`config.mk`:
```
export PLATFORM = sky130hd
export DESIGN_NAME = cssup_top
export DESIGN_NICKNAME = d
export VERILOG_FILES = /design/src/cssup_pkg.sv /design/src/cssup_sync.sv /design/src/cssup_top.sv
export VERILOG_INCLUDE_DIRS = /design/src /design/src/src
export SDC_FILE = /design/constraint.sdc
export NUM_CORES = 1
export LEC_CHECK = 0
export BUFFER_PORTS_ARGS = -buffer_cell sky130_fd_sc_hd__buf_2
export CORE_MARGIN = 2
export CORE_UTILIZATION = 50
export DETAILED_ROUTE_END_ITERATION = 8
export PLACE_DENSITY = 0.75
export SLEW_MARGIN = 20
export SYNTH_ARGS = -nofsm -noshare
export SYNTH_HDL_FRONTEND = slang
export SYNTH_SLANG_ARGS = --single-unit
```
`constraint.sdc`:
```
create_clock -name sys_clk -period 1.7 [get_ports sys_clk]
set_input_delay 0.085 -clock sys_clk [delete_from_list [all_inputs] [get_ports sys_clk]]
set_output_delay 0.085 -clock sys_clk [all_outputs]
set_load 0.005 [all_outputs]
```
`src/cssup_defs.svh`:
```
// Constants of the clock select and supervisor register bank.
// Assumes inclusion by bare name from every file that needs them.
`ifndef CSSUP_DEFS_SVH
`define CSSUP_DEFS_SVH

// ----------------------------------------------------------------------
// Register offsets
// ----------------------------------------------------------------------
`define CSSUP_OFS_CLOCK     8'h1D
`define CSSUP_OFS_STATUS    8'h1E
`define CSSUP_OFS_IRQ_EN    8'h20

// ----------------------------------------------------------------------
// Clock source config fields
// ----------------------------------------------------------------------
`define CSSUP_B_WARN_EN     7
`define CSSUP_B_OVERRIDE    6
`define CSSUP_B_MISSING     5
`define CSSUP_B_CLOCK_OUT_PIN_EN     4
`define CSSUP_B_DIV_HI      3
`define CSSUP_B_DIV_LO      2
`define CSSUP_B_EXT_EN      1
`define CSSUP_B_XTAL_EN     0
`define CSSUP_CLOCK_RST     8'h00

// ----------------------------------------------------------------------
// Status fields and flag indices
// ----------------------------------------------------------------------
`define CSSUP_F_SHDN        3
`define CSSUP_F_TWARN       2
`define CSSUP_F_UV          1
`define CSSUP_F_SWARN       0
`define CSSUP_FLAGS_RST     4'h0
`define CSSUP_IRQ_EN_RST    4'hF
`define CSSUP_WARN_ALWAYS   3'h7

// ----------------------------------------------------------------------
// Crystal divider codes and framer divide ratios
// ----------------------------------------------------------------------
`define CSSUP_DIV_14M       2'h0
`define CSSUP_DIV_7M        2'h1
`define CSSUP_RATIO_14M     3'h4
`define CSSUP_RATIO_7M      3'h2
`define CSSUP_RATIO_3M      3'h1

// ----------------------------------------------------------------------
// Timing
// ----------------------------------------------------------------------
`define CSSUP_SYS_CLK_MHZ   100
`define CSSUP_SYS_CLK_KHZ   100000
`define CSSUP_MISS_TIME_NS  2000
`define CSSUP_MISS_CYC      ((`CSSUP_MISS_TIME_NS * `CSSUP_SYS_CLK_MHZ) / 1000)
`define CSSUP_CLOCK_OUT_PIN_KHZ      3686
`define CSSUP_ACC_W         16

`endif

```
`src/cssup_pkg.sv`:
```
// Types of the clock select and supervisor register bank.
// Assumes nothing of its surroundings.
`default_nettype none

package cssup_pkg;

  // ----------------------------------------------------------------------
  // Framer clock source
  // ----------------------------------------------------------------------
  typedef enum logic [1:0] {
    CSSUP_SRC_INTERNAL,
    CSSUP_SRC_CRYSTAL,
    CSSUP_SRC_EXT
  } cssup_src_e;

  typedef logic [3:0] cssup_flags_t;
  typedef logic [7:0] cssup_byte_t;

endpackage

`default_nettype wire

```
`src/cssup_sync.sv`:
```
// Two flip-flop synchroniser for a vector of asynchronous levels.
// Assumes the inputs come from pins or foreign clock domains.
`default_nettype none

module cssup_sync #(
  parameter int W = 1
) (
  // Clock and reset
  input  wire logic         sys_clk,
  input  wire logic         rst_b,
  // Levels
  input  wire logic [W-1:0] async_in,
  output var  logic [W-1:0] sync_out
);

  logic [W-1:0] meta_q;

  if (W < 1) begin : g_chk
    $error("cssup_sync: width must be at least one");
  end

  // The first stage is read by the second stage only.
  always_ff @(posedge sys_clk) begin
    if (!rst_b) begin
      meta_q   <= '0;
      sync_out <= '0;
    end else begin
      meta_q   <= async_in;
      sync_out <= meta_q;
    end
  end

endmodule

`default_nettype wire

```
`src/cssup_top.sv`:
```
// Clock source selection and supply/thermal supervision register bank.
// Assumes a single-cycle register port on sys_clk and analog detectors
// and clock pins that are asynchronous to sys_clk.
//
// Added by the designer: strobed register access.
`include "cssup_defs.svh"
`default_nettype none

//Behaviour
//RULE1: Supply warning enable gates its interrupt; live flag always updates.
//RULE2: Override set: line outputs follow register bits, pins ignored.
//RULE3: Register transmit bits act like pins only while override is set.
//RULE4: Failed crystal or input clock: switch to internal, set missing flag.
//RULE5: Software waits 100ms after startup before trusting missing flag.
//RULE6: Clock output enable drives a 3.686MHz clock on the output pin.
//RULE7: Divider code 00 14.745MHz, 01 7.373MHz, 1x 3.686MHz crystal.
//RULE8: Software keeps crystal enable 0 while clock input enable is 1.
//RULE9: Crystal enable starts oscillator; software keeps input enable 0.
//RULE10: No framer and no clock fitted: both enables left at 0.
//RULE11: Latched bits set only on a rising edge of their live flag.
//RULE12: Status read clears latched bits; live bits keep following.
//RULE13: Latched bits raise interrupt; supply warning only when enabled.
//RULE14: Shutdown flag is 1 while in thermal shutdown, else 0.
//RULE15: Thermal warning sets above 135C, clears only below 120C.
//RULE16: Undervoltage flag follows the 9V supply detector.
//RULE17: Supply warning sets below 18V, clears above 15.5V.
//RULE18: Clock register writable bits reset to zero.
module cssup_top #(
  parameter int CHANNELS = 2,
  parameter int MISS_CYC = `CSSUP_MISS_CYC
) (
  // Clock and reset
  input  wire logic                sys_clk,
  input  wire logic                rst_b,
  // Register port
  input  wire logic [7:0]          reg_addr,
  input  wire logic [7:0]          reg_wdata,
  input  wire logic                reg_wr,
  input  wire logic                reg_rd,
  output var  logic [7:0]          reg_rdata,
  // Detectors, asynchronous
  input  wire logic                temp_shutdown_det,
  input  wire logic                temp_above_warn_det,
  input  wire logic                temp_below_clear_det,
  input  wire logic                supply_below_uv_det,
  input  wire logic                supply_below_warn_det,
  input  wire logic                supply_above_recov_det,
  // Clock pins, asynchronous
  input  wire logic                clock_in_pin,
  input  wire logic                crystal_osc_pin,
  output var  logic                crystal_osc_run,
  output var  logic                clock_out_pin,
  output var  logic [1:0]          framer_clk_src,
  output var  logic [2:0]          framer_clk_ratio,
  // Line drive, pins asynchronous, bits from neighbour registers
  input  wire logic [CHANNELS-1:0] tx_pin,
  input  wire logic [CHANNELS-1:0] line_drive_en_pin,
  input  wire logic [CHANNELS-1:0] tx_bit,
  input  wire logic [CHANNELS-1:0] line_drive_en_bit,
  output var  logic [CHANNELS-1:0] line_port_tx,
  output var  logic [CHANNELS-1:0] line_port_drive_en,
  // Interrupt
  output var  logic                global_status_irq
);

  localparam int SYNC_W = 8 + 2 * CHANNELS;
  localparam int CNT_W  = $clog2(MISS_CYC + 1);
  localparam logic [`CSSUP_ACC_W-1:0] CLOCK_OUT_PIN_INC = `CSSUP_ACC_W'(
    (`CSSUP_CLOCK_OUT_PIN_KHZ * (64'd1 << `CSSUP_ACC_W)) / `CSSUP_SYS_CLK_KHZ);

  if (CHANNELS < 1 || MISS_CYC < 2) begin : g_chk
    $error("cssup_top: channel count or clock timeout out of range");
  end

  // ----------------------------------------------------------------------
  // Synchronisers
  // ----------------------------------------------------------------------
  logic [SYNC_W-1:0]   sync_s;
  logic                shdn_s;
  logic                above_warn_s;
  logic                below_clr_s;
  logic                uv_s;
  logic                sw_below_s;
  logic                sw_above_s;
  logic                clkin_s;
  logic                xtal_s;
  logic [CHANNELS-1:0] tx_pin_s;
  logic [CHANNELS-1:0] en_pin_s;

  cssup_sync #(
    .W (SYNC_W)
  ) u_sync (
    .sys_clk  (sys_clk),
    .rst_b    (rst_b),
    .async_in ({line_drive_en_pin, tx_pin, crystal_osc_pin, clock_in_pin,
                supply_above_recov_det, supply_below_warn_det,
                supply_below_uv_det, temp_below_clear_det,
                temp_above_warn_det, temp_shutdown_det}),
    .sync_out (sync_s)
  );

  assign shdn_s       = sync_s[0];
  assign above_warn_s = sync_s[1];
  assign below_clr_s  = sync_s[2];
  assign uv_s         = sync_s[3];
  assign sw_below_s   = sync_s[4];
  assign sw_above_s   = sync_s[5];
  assign clkin_s      = sync_s[6];
  assign xtal_s       = sync_s[7];
  assign tx_pin_s     = sync_s[8 +: CHANNELS];
  assign en_pin_s     = sync_s[8 + CHANNELS +: CHANNELS];

  // ----------------------------------------------------------------------
  // Register decode
  // ----------------------------------------------------------------------
  logic                  wr_clock;
  logic                  wr_status;
  logic                  wr_irq_en;
  logic                  rd_status;
  logic [7:0]            clock_q;
  cssup_pkg::cssup_flags_t irq_en_q;
  cssup_pkg::cssup_flags_t live_q;
  cssup_pkg::cssup_flags_t live_prev_q;
  cssup_pkg::cssup_flags_t latched_q;
  cssup_pkg::cssup_flags_t rise;
  logic                  missing_q;

  assign wr_clock  = reg_wr && (reg_addr == `CSSUP_OFS_CLOCK);
  assign wr_status = reg_wr && (reg_addr == `CSSUP_OFS_STATUS);
  assign wr_irq_en = reg_wr && (reg_addr == `CSSUP_OFS_IRQ_EN);
  assign rd_status = reg_rd && (reg_addr == `CSSUP_OFS_STATUS);

  // The missing flag bit is read-only and never stored from a write.
  always_ff @(posedge sys_clk) begin
    if (!rst_b) begin
      clock_q <= `CSSUP_CLOCK_RST; // RULE18
    end else if (wr_clock) begin
      clock_q <= reg_wdata;
      clock_q[`CSSUP_B_MISSING] <= 1'b0;
    end
  end

  always_ff @(posedge sys_clk) begin
    if (!rst_b) begin
      irq_en_q <= `CSSUP_IRQ_EN_RST;
    end else if (wr_irq_en) begin
      irq_en_q <= reg_wdata[3:0];
    end
  end

  // Read data stand only in the cycle after the read strobe.
  always_ff @(posedge sys_clk) begin
    if (!rst_b || !reg_rd) begin
      reg_rdata <= 8'h00;
    end else begin
      case (reg_addr)
        `CSSUP_OFS_CLOCK: begin
          reg_rdata <= clock_q;
          reg_rdata[`CSSUP_B_MISSING] <= missing_q;
        end
        `CSSUP_OFS_STATUS: reg_rdata <= {latched_q, live_q};
        `CSSUP_OFS_IRQ_EN: reg_rdata <= {4'h0, irq_en_q};
        default:           reg_rdata <= 8'h00;
      endcase
    end
  end

  // ----------------------------------------------------------------------
  // Live supervision flags
  // ----------------------------------------------------------------------
  always_ff @(posedge sys_clk) begin
    if (!rst_b) begin
      live_q <= `CSSUP_FLAGS_RST;
    end else begin
      live_q[`CSSUP_F_SHDN] <= shdn_s; // RULE14
      live_q[`CSSUP_F_UV]   <= uv_s; // RULE16
      // Thresholds apart give hysteresis; between them the flag holds.
      if (above_warn_s) begin
        live_q[`CSSUP_F_TWARN] <= 1'b1; // RULE15
      end else if (below_clr_s) begin
        live_q[`CSSUP_F_TWARN] <= 1'b0; // RULE15
      end
      if (sw_below_s) begin
        live_q[`CSSUP_F_SWARN] <= 1'b1; // RULE17
      end else if (sw_above_s) begin
        live_q[`CSSUP_F_SWARN] <= 1'b0; // RULE17
      end
    end
  end

  // ----------------------------------------------------------------------
  // Latched copies and interrupt
  // ----------------------------------------------------------------------
  assign rise = live_q & ~live_prev_q; // RULE11

  always_ff @(posedge sys_clk) begin
    if (!rst_b) begin
      live_prev_q <= `CSSUP_FLAGS_RST;
    end else begin
      live_prev_q <= live_q;
    end
  end

  // A new rise in the cycle of a clearing read survives the clear.
  always_ff @(posedge sys_clk) begin
    if (!rst_b) begin
      latched_q <= `CSSUP_FLAGS_RST;
    end else if (rd_status) begin
      latched_q <= rise; // RULE12
    end else if (wr_status) begin
      latched_q <= (latched_q & ~reg_wdata[7:4]) | rise;
    end else begin
      latched_q <= latched_q | rise; // RULE11
    end
  end

  always_ff @(posedge sys_clk) begin
    if (!rst_b) begin
      global_status_irq <= 1'b0;
    end else begin
      global_status_irq <= |(latched_q & irq_en_q &
        {`CSSUP_WARN_ALWAYS, clock_q[`CSSUP_B_WARN_EN]}); // RULE1 RULE13
    end
  end

  // ----------------------------------------------------------------------
  // Clock source supervision
  // ----------------------------------------------------------------------
  logic             src_enabled;
  logic             src_level;
  logic             src_prev_q;
  logic             src_edge;
  logic [CNT_W-1:0] idle_cnt_q;

  assign src_enabled = clock_q[`CSSUP_B_EXT_EN] | clock_q[`CSSUP_B_XTAL_EN];
  // Both enables at once is illegal; the clock input then wins.
  assign src_level = clock_q[`CSSUP_B_EXT_EN] ? clkin_s : xtal_s;
  assign src_edge  = src_level ^ src_prev_q;
  assign crystal_osc_run = clock_q[`CSSUP_B_XTAL_EN]; // RULE9

  always_ff @(posedge sys_clk) begin
    if (!rst_b) begin
      src_prev_q <= 1'b0;
    end else begin
      src_prev_q <= src_level;
    end
  end

  // The timeout is far shorter than the software settle time, so the
  // flag is stable well before software is allowed to trust it.
  always_ff @(posedge sys_clk) begin
    if (!rst_b || !src_enabled || src_edge) begin
      idle_cnt_q <= '0;
      missing_q  <= 1'b0;
    end else if (idle_cnt_q == CNT_W'(MISS_CYC - 1)) begin
      missing_q  <= 1'b1; // RULE4
    end else begin
      idle_cnt_q <= idle_cnt_q + CNT_W'(1);
    end
  end

  always_ff @(posedge sys_clk) begin
    if (!rst_b || missing_q || !src_enabled) begin
      framer_clk_src <= cssup_pkg::CSSUP_SRC_INTERNAL; // RULE4
    end else if (clock_q[`CSSUP_B_EXT_EN]) begin
      framer_clk_src <= cssup_pkg::CSSUP_SRC_EXT;
    end else begin
      framer_clk_src <= cssup_pkg::CSSUP_SRC_CRYSTAL;
    end
  end

  always_ff @(posedge sys_clk) begin
    if (!rst_b) begin
      framer_clk_ratio <= `CSSUP_RATIO_14M;
    end else begin
      case (clock_q[`CSSUP_B_DIV_HI:`CSSUP_B_DIV_LO])
        `CSSUP_DIV_14M: framer_clk_ratio <= `CSSUP_RATIO_14M; // RULE7
        `CSSUP_DIV_7M:  framer_clk_ratio <= `CSSUP_RATIO_7M; // RULE7
        default:        framer_clk_ratio <= `CSSUP_RATIO_3M; // RULE7
      endcase
    end
  end

  // ----------------------------------------------------------------------
  // Clock output
  // ----------------------------------------------------------------------
  // A phase accumulator gives the right mean rate; each half period
  // jitters by one system clock, which the output pin tolerates.
  logic [`CSSUP_ACC_W-1:0] acc_q;

  always_ff @(posedge sys_clk) begin
    if (!rst_b || !clock_q[`CSSUP_B_CLOCK_OUT_PIN_EN]) begin
      acc_q <= '0;
    end else begin
      acc_q <= acc_q + CLOCK_OUT_PIN_INC; // RULE6
    end
  end

  assign clock_out_pin = acc_q[`CSSUP_ACC_W-1];

  // ----------------------------------------------------------------------
  // Line drive source
  // ----------------------------------------------------------------------
  always_ff @(posedge sys_clk) begin
    if (!rst_b) begin
      line_port_tx       <= '0;
      line_port_drive_en <= '0;
    end else if (clock_q[`CSSUP_B_OVERRIDE]) begin
      line_port_tx       <= tx_bit; // RULE2 RULE3
      line_port_drive_en <= line_drive_en_bit; // RULE2 RULE3
    end else begin
      line_port_tx       <= tx_pin_s; // RULE3
      line_port_drive_en <= en_pin_s; // RULE3
    end
  end
endmodule

`default_nettype wire

```
; Word level (Yosys, flattened, before mapping)
; Cells that the tools add are included.
[classes]
addsub = 2
eq_ne = 5
muxes = 12
bitwise = 10
n_reduce_logical = 18
[ops]
columns = op, count
row1 = case mux 8 bit (3 select lines), 1
row2 = "adder 16 x 12 -> 16 bit, second input constant", 1
row3 = bitwise AND 4 bit, 4
row4 = "== test 8 x 5 -> 1 bit, second input constant", 2
row5 = "adder 8 x 1 -> 8 bit, second input constant", 1
row6 = "== test 8 x 6 -> 1 bit, second input constant", 1
row7 = "== test 8 bit, second input constant", 1
row8 = two-way mux 4 bit, 2
row9 = NOT 4 bit, 2
row10 = OR 4 bit, 2
row11 = logical OR 1 bit, 6
row12 = two-way mux 2 bit, 3
row13 = case mux 3 bit (2 select lines), 1
row14 = two-way mux 1 bit, 5
row15 = logical AND 1 bit, 4
row16 = logical NOT 1 bit, 4
row17 = nonzero test 2 bit, 2
row18 = OR reduction 4 bit, 1
row19 = "== test 2 x 1 -> 1 bit, second input constant", 1
row20 = logical NOT 2 bit, 1
row21 = OR 1 bit, 1
row22 = XOR 1 bit, 1
[totals]
ff_bits = 91
in_bits = 36
wordCells = 66

; Longest topological paths before layout
[logic_depth]
ltp_word = 5
depth_mapped = 6
mapped_depth_nobuf = 6

; Modules after synthesis
; Synthesis repeated with hierarchy kept, for this count alone.
[unflattened]
hier_cells = 352
hier_area_um2 = 3443.3
[modules_own_cells]
columns = module, n_inst, cells_each, area_each_um2, seq_area_each_um2
row1 = cssup_top, 1, 302, 2767.7, 1341.3
row2 = cssup_sync, 1, 50, 675.6, 480.5

; Worst setup path before layout
; No wires, ideal clock.
[synth_timing]
path_type = reg2reg
from = register acc_q[0]
to = register acc_q[12]
arrival_time_ns = 1.578
t_required_ns = 1.579
slack_ns = 0.001
path_stages_with_launch = 7
path_cell_list = dfxtp_1 -> inv_1 -> ha_1 -> or3b_4 -> a2111oi_4 -> o21a_1 -> nor3_2
[synth_via]
elab_chain_len = 1
[synth_rtl]
columns = item, line_no
row1 = start: declaration, cssup_top.sv:289  ; logic [`CSSUP_ACC_W-1:0] acc_q;
row2 = start signal: assignment, cssup_top.sv:295  ; acc_q <= acc_q + CLOCK_OUT_PIN_INC;
row3 = adder 16 x 12 -> 16 bit, cssup_top.sv:295
; Every way passes these cells.
; A chain may end at the register's enable or synchronous reset.

; Worst setup path in the final report
[layout_timing]
from = register acc_q[0]
to = register acc_q[14]
; The elaborated chain is that of the path after synthesis.

==> results.txt <==
- The run finished with clean final reports.
* Max Clock Freq: 0.615 GHz
* Worst slew margin: 63.2%
- Cells traversed along the worst timing path: inv_2 > ha_4 > or3b_4 > a2111oi_4 > or4_1 > a21oi_1
* Maximum level of the CTS H-tree: 3
- Cells with a size suffix above 1 make up 23.3% of the layout.
- Highest net fanout along the worst path: 4
* Worst-skew pair later-pin latency: 0.34 ns
- Of the post-synthesis cell area, the part taken by muxes is 1.74%.
- For this run the aggregate overflow at the end of global routing stands at 0.
* TNS Setup: 0 ns
* Count of fill cells added during filler insertion: 559
- In this run the deepest clock path goes through 2 buffers.
* Vias in the first global route: 2661
* Total half-perimeter wirelength after legalization and detailed placement: 4770 um
- Reg2reg path depth: 6
- First-pass GRT wire length: 11800 um
* Final core area utilization: 64.8%
* Detailed Routing Iterations Pass 1: 4
- The max-slew violation total from the final report was 0.
- Area taken by flip-flops and latches: 1820 um2
- The initial antenna violation count is 0.
- Power per cell area: 946 nW/um2
* Overall fraction of global-route tracks in use: 19.8%
* Clock sinks: 91
* Final Routed Wirelength: 7040 um
- Total die area: 7580 um2
- After synthesis, the share of flip-flops with an asynchronous set or reset is 0%.
* Total via count after detailed routing: 2762
* EDFF count, synth: 0
- Number of nets still failing antenna checks after routing: 0
- Final worst-path cycle share: 95.7%
* Final number of setup-violating endpoints: 0
- Number of placed I/O pins: 56
* Least-Margin Pin Slew: 0.547 ns
* Final min period: 1.63 ns
* Core ar.: 6720 um2
* Mapped Nets: 391
* Worst hold margin: 0.0284 ns
- Gate count of the mapped netlist: 353
* Weighted congestion at the end of routability-driven global placement: 0.847
* Pin count of the biggest net entering global routing: 35
* Area of the multi-input gates: 1550 um2
* Row count: 30
- In this run, the number of DRC markers left after iteration 0 of detailed routing was 105.
* Post-detailed-route DRC marker count: 0
- Highest-delay cell along the critical path: or3b_4
* Kind of path behind the tightest hold check: in2reg
* Register area share after synthesis: 52.8%
- The tool flagged a number of max-cap violations equal to 0.
- Avg Vias per Cell: 5.25
- Startpoint Class: register
* Number of distinct standard cells referenced by the synthesized netlist: 52
- Area fraction in compound gates after synthesis: 12.3%
- TritonCTS created 9 clock buffers.
- At the worst endpoint, the arrival time is 1.86 ns.
- Synthesis inferred 91 register bits.
* Number of failing hold endpoints at the final stage: 0
- Xor and xnor fraction of the mapped netlist area: 3.81%
- Summing the areas of all and, or, nand and nor instances in the mapped netlist gives 25.5% of the synthesized area.
- Max stage delay on crit path: 0.40 ns
- Clock root cell: clkbuf_8
- Maximum resistive drop on vdd: 0.608 mV
* Critical Setup Path Class: reg2reg
- In this run the horizontal extent of the chip is 87.0 um.
- TritonCTS clock tree: yes
- Synth Warn #: 0
- In the final routed layout, each cell accounts on average for 13.4 um.
- Antenna cell count: 0
- Worst Slack Setup Final: 0.0739 ns
* Worst setup slack before clock tree synthesis: -0.0109 ns
- Setup repair after global routing left no endpoint under its margin.
- Area overhead of the layout relative to synthesis: 26.3%
* Final worst clock skew: 0.00590 ns
- Combinational family with the most area after synthesis: simple AND/OR/NAND/NOR gates
* Lkg Pwr: 1.74 nW
* Data required time at the worst endpoint: 1.93 ns
- The share of synthesized area in the top cell type comes to 52.8%.
- Initial core utilization: 51.3%
- Net total in the final layout: 479
- Post-Synthesis Mean Instance Area: 9.77 um2
* Primary FF master, synth: dfxtp_1
- Buffers added to address setup during post-CTS repair amount to 0.
- Total standard cell area after synthesis: 3450 um2
- After clock tree synthesis, the clock-pin slew on the worst setup and hold paths is 0.09 ns.
- Number of port buffers: 55
- Top cells by area in the synthesized netlist: dfxtp_1 (53%), and2_1 (5.8%), nand3_1 (3.8%), nor2_1 (2.9%), nand2_1 (2.4%)
- Library cell with the largest summed area after synthesis: dfxtp_1
- The worst hold path passes through 3 cells.
* Adder-cell area share of the yosys netlist: 0.726%
- Die height: 87.0 um
- Worst setup EP type: register
==> power breakdown <==
| part | switching [mW] | internal, mW | leakage (nW) |
|---|---|---|---|
| Sequential | 0.0149 | 2.17 | 0.741 |
| Clock | 0.759 | 0.989 | 0.124 |
| Combinational | 0.0818 | 0.105 | 0.873 |
| Total | 0.856 | 3.27 | 1.74 |
==> stage by stage <==
| step | cells | power, mW | cell area [um2] |
|---|---|---|---|
| detailed placement | 489 | 2.38 | 3870 |
| global route | 526 | 4.29 | 4360 |
| CTS | 526 | 4.16 | 4330 |
| finish | 526 | 4.12 | 4360 |
| global placement | 489 | 2.38 | 3870 |
| floorplan | 353 | 2.31 | 3450 |
==> path summary, 6_finish.rpt <==
| check | startpoint | endpoint | slack (ns) |
|---|---|---|---|
| max | acc_q[0]$_SDFF_PP0_ | acc_q[14]$_SDFF_PP0_ | 0.07 |
| min | line_drive_en_bit[0] | line_port_drive_en[0]$_SDFF_PN0_ | 0.03 |
| max reg2reg | acc_q[0]$_SDFF_PP0_ | acc_q[14]$_SDFF_PP0_ | 0.07 |
| min reg2reg | u_sync.meta_q[7]$_SDFF_PN0_ | u_sync.sync_out[7]$_SDFF_PN0_ | 0.43 |
==> cell families (layout without fill, tap and decap cells) <==
group,count (synthesis),in the layout
AOI/OAI and AO/OA,57,57
xor gates and xnor gates,15,15
adders and majority gates,2,2
buffers and inverters,25,118
DFF,91,91
muxes,6,6
and+or+nand+nor,157,157
==> critical path: cells and delay by family (launching register included) <==
kind	cells	cell delay, ns
flip-flops	1	0.33
buffers and inverters	1	0.06
AND/OR/NAND/NOR	2	0.57
AO/OA/AOI/OAI	2	0.44
adder cells (fa/ha/maj)	1	0.13
==> final cells by class <==
type,instances,area share [%]
Timing Repair Buffer,90,13.6
Multi-Input combinational cell,237,35.5
Inverter,12,1.03
Sequential cell,91,41.9
Clock inverter,7,2.87
Clock buffer,9,2.84
Tap cell,80,2.30
==> synthesized netlist by cell type (7+ instances only) <==
cell type,number
a21oi_1,9
a22oi_1,8
and2_1,32
clkbuf_1,9
dfxtp_1,91
inv_1,12
nand2_1,22
nand3_1,26
nor2_1,27
nor2b_1,10
o21ai_0,12
xnor2_1,8
xor2_1,7
==> layer usage <==
metal  wire length (um)  vias to the layer above  GRT usage [%]
met5                  0                        -              0
li1                   -                     1411              -
met1               3230                     1275           24.4
met4                 74                        0           6.96
met3                360                        7           5.69
met2               3380                       69           33.1
==> registers in the layout, indices dropped and copies added (netlist names) <==
signal	count
framer_clk_src	2
clock_q	7
u_sync.sync_out	12
u_sync.meta_q	12
line_port_tx	2
missing_q	1
idle_cnt_q	8
global_status_irq	1
line_port_drive_en	2
framer_clk_ratio	3
irq_en_q	4
src_prev_q	1
reg_rdata	8
acc_q	16
live_q	4
live_prev_q	4
latched_q	4
==> placed cells by master, fill, tap and decap left out, types with 2 or more instances in the layout <==
cell	n
dlygate4sd3_1	21
or2_2	2
dfxtp_1	89
o21ai_0	12
nand2b_1	3
and3_1	5
nand4_1	3
clkinv_4	3
a21oi_1	8
nor2_1	27
nor4_1	4
xor2_1	7
nor4_2	3
nand2_1	22
inv_1	10
a32oi_1	2
nor3b_1	4
buf_2	55
mux2i_1	6
buf_4	14
and3b_1	2
a32o_1	4
nor2b_1	10
bufinv_16	3
inv_2	2
nand3_1	26
nor3_1	6
or4_1	3
xnor2_1	8
o21a_1	4
dfxtp_2	2
o31ai_1	2
and2_1	32
a22oi_1	8
clkbuf_8	9
==> what timing repair did <==
item,CTS,global route
endpoints found under the setup margin,2,5
hold buffers,21,0
pin swaps,1,3
gates resized for setup,0,10
endpoints found under the hold margin,25,0
cloned,0,0
Note: power is estimated with default switching activity, not from simulation.
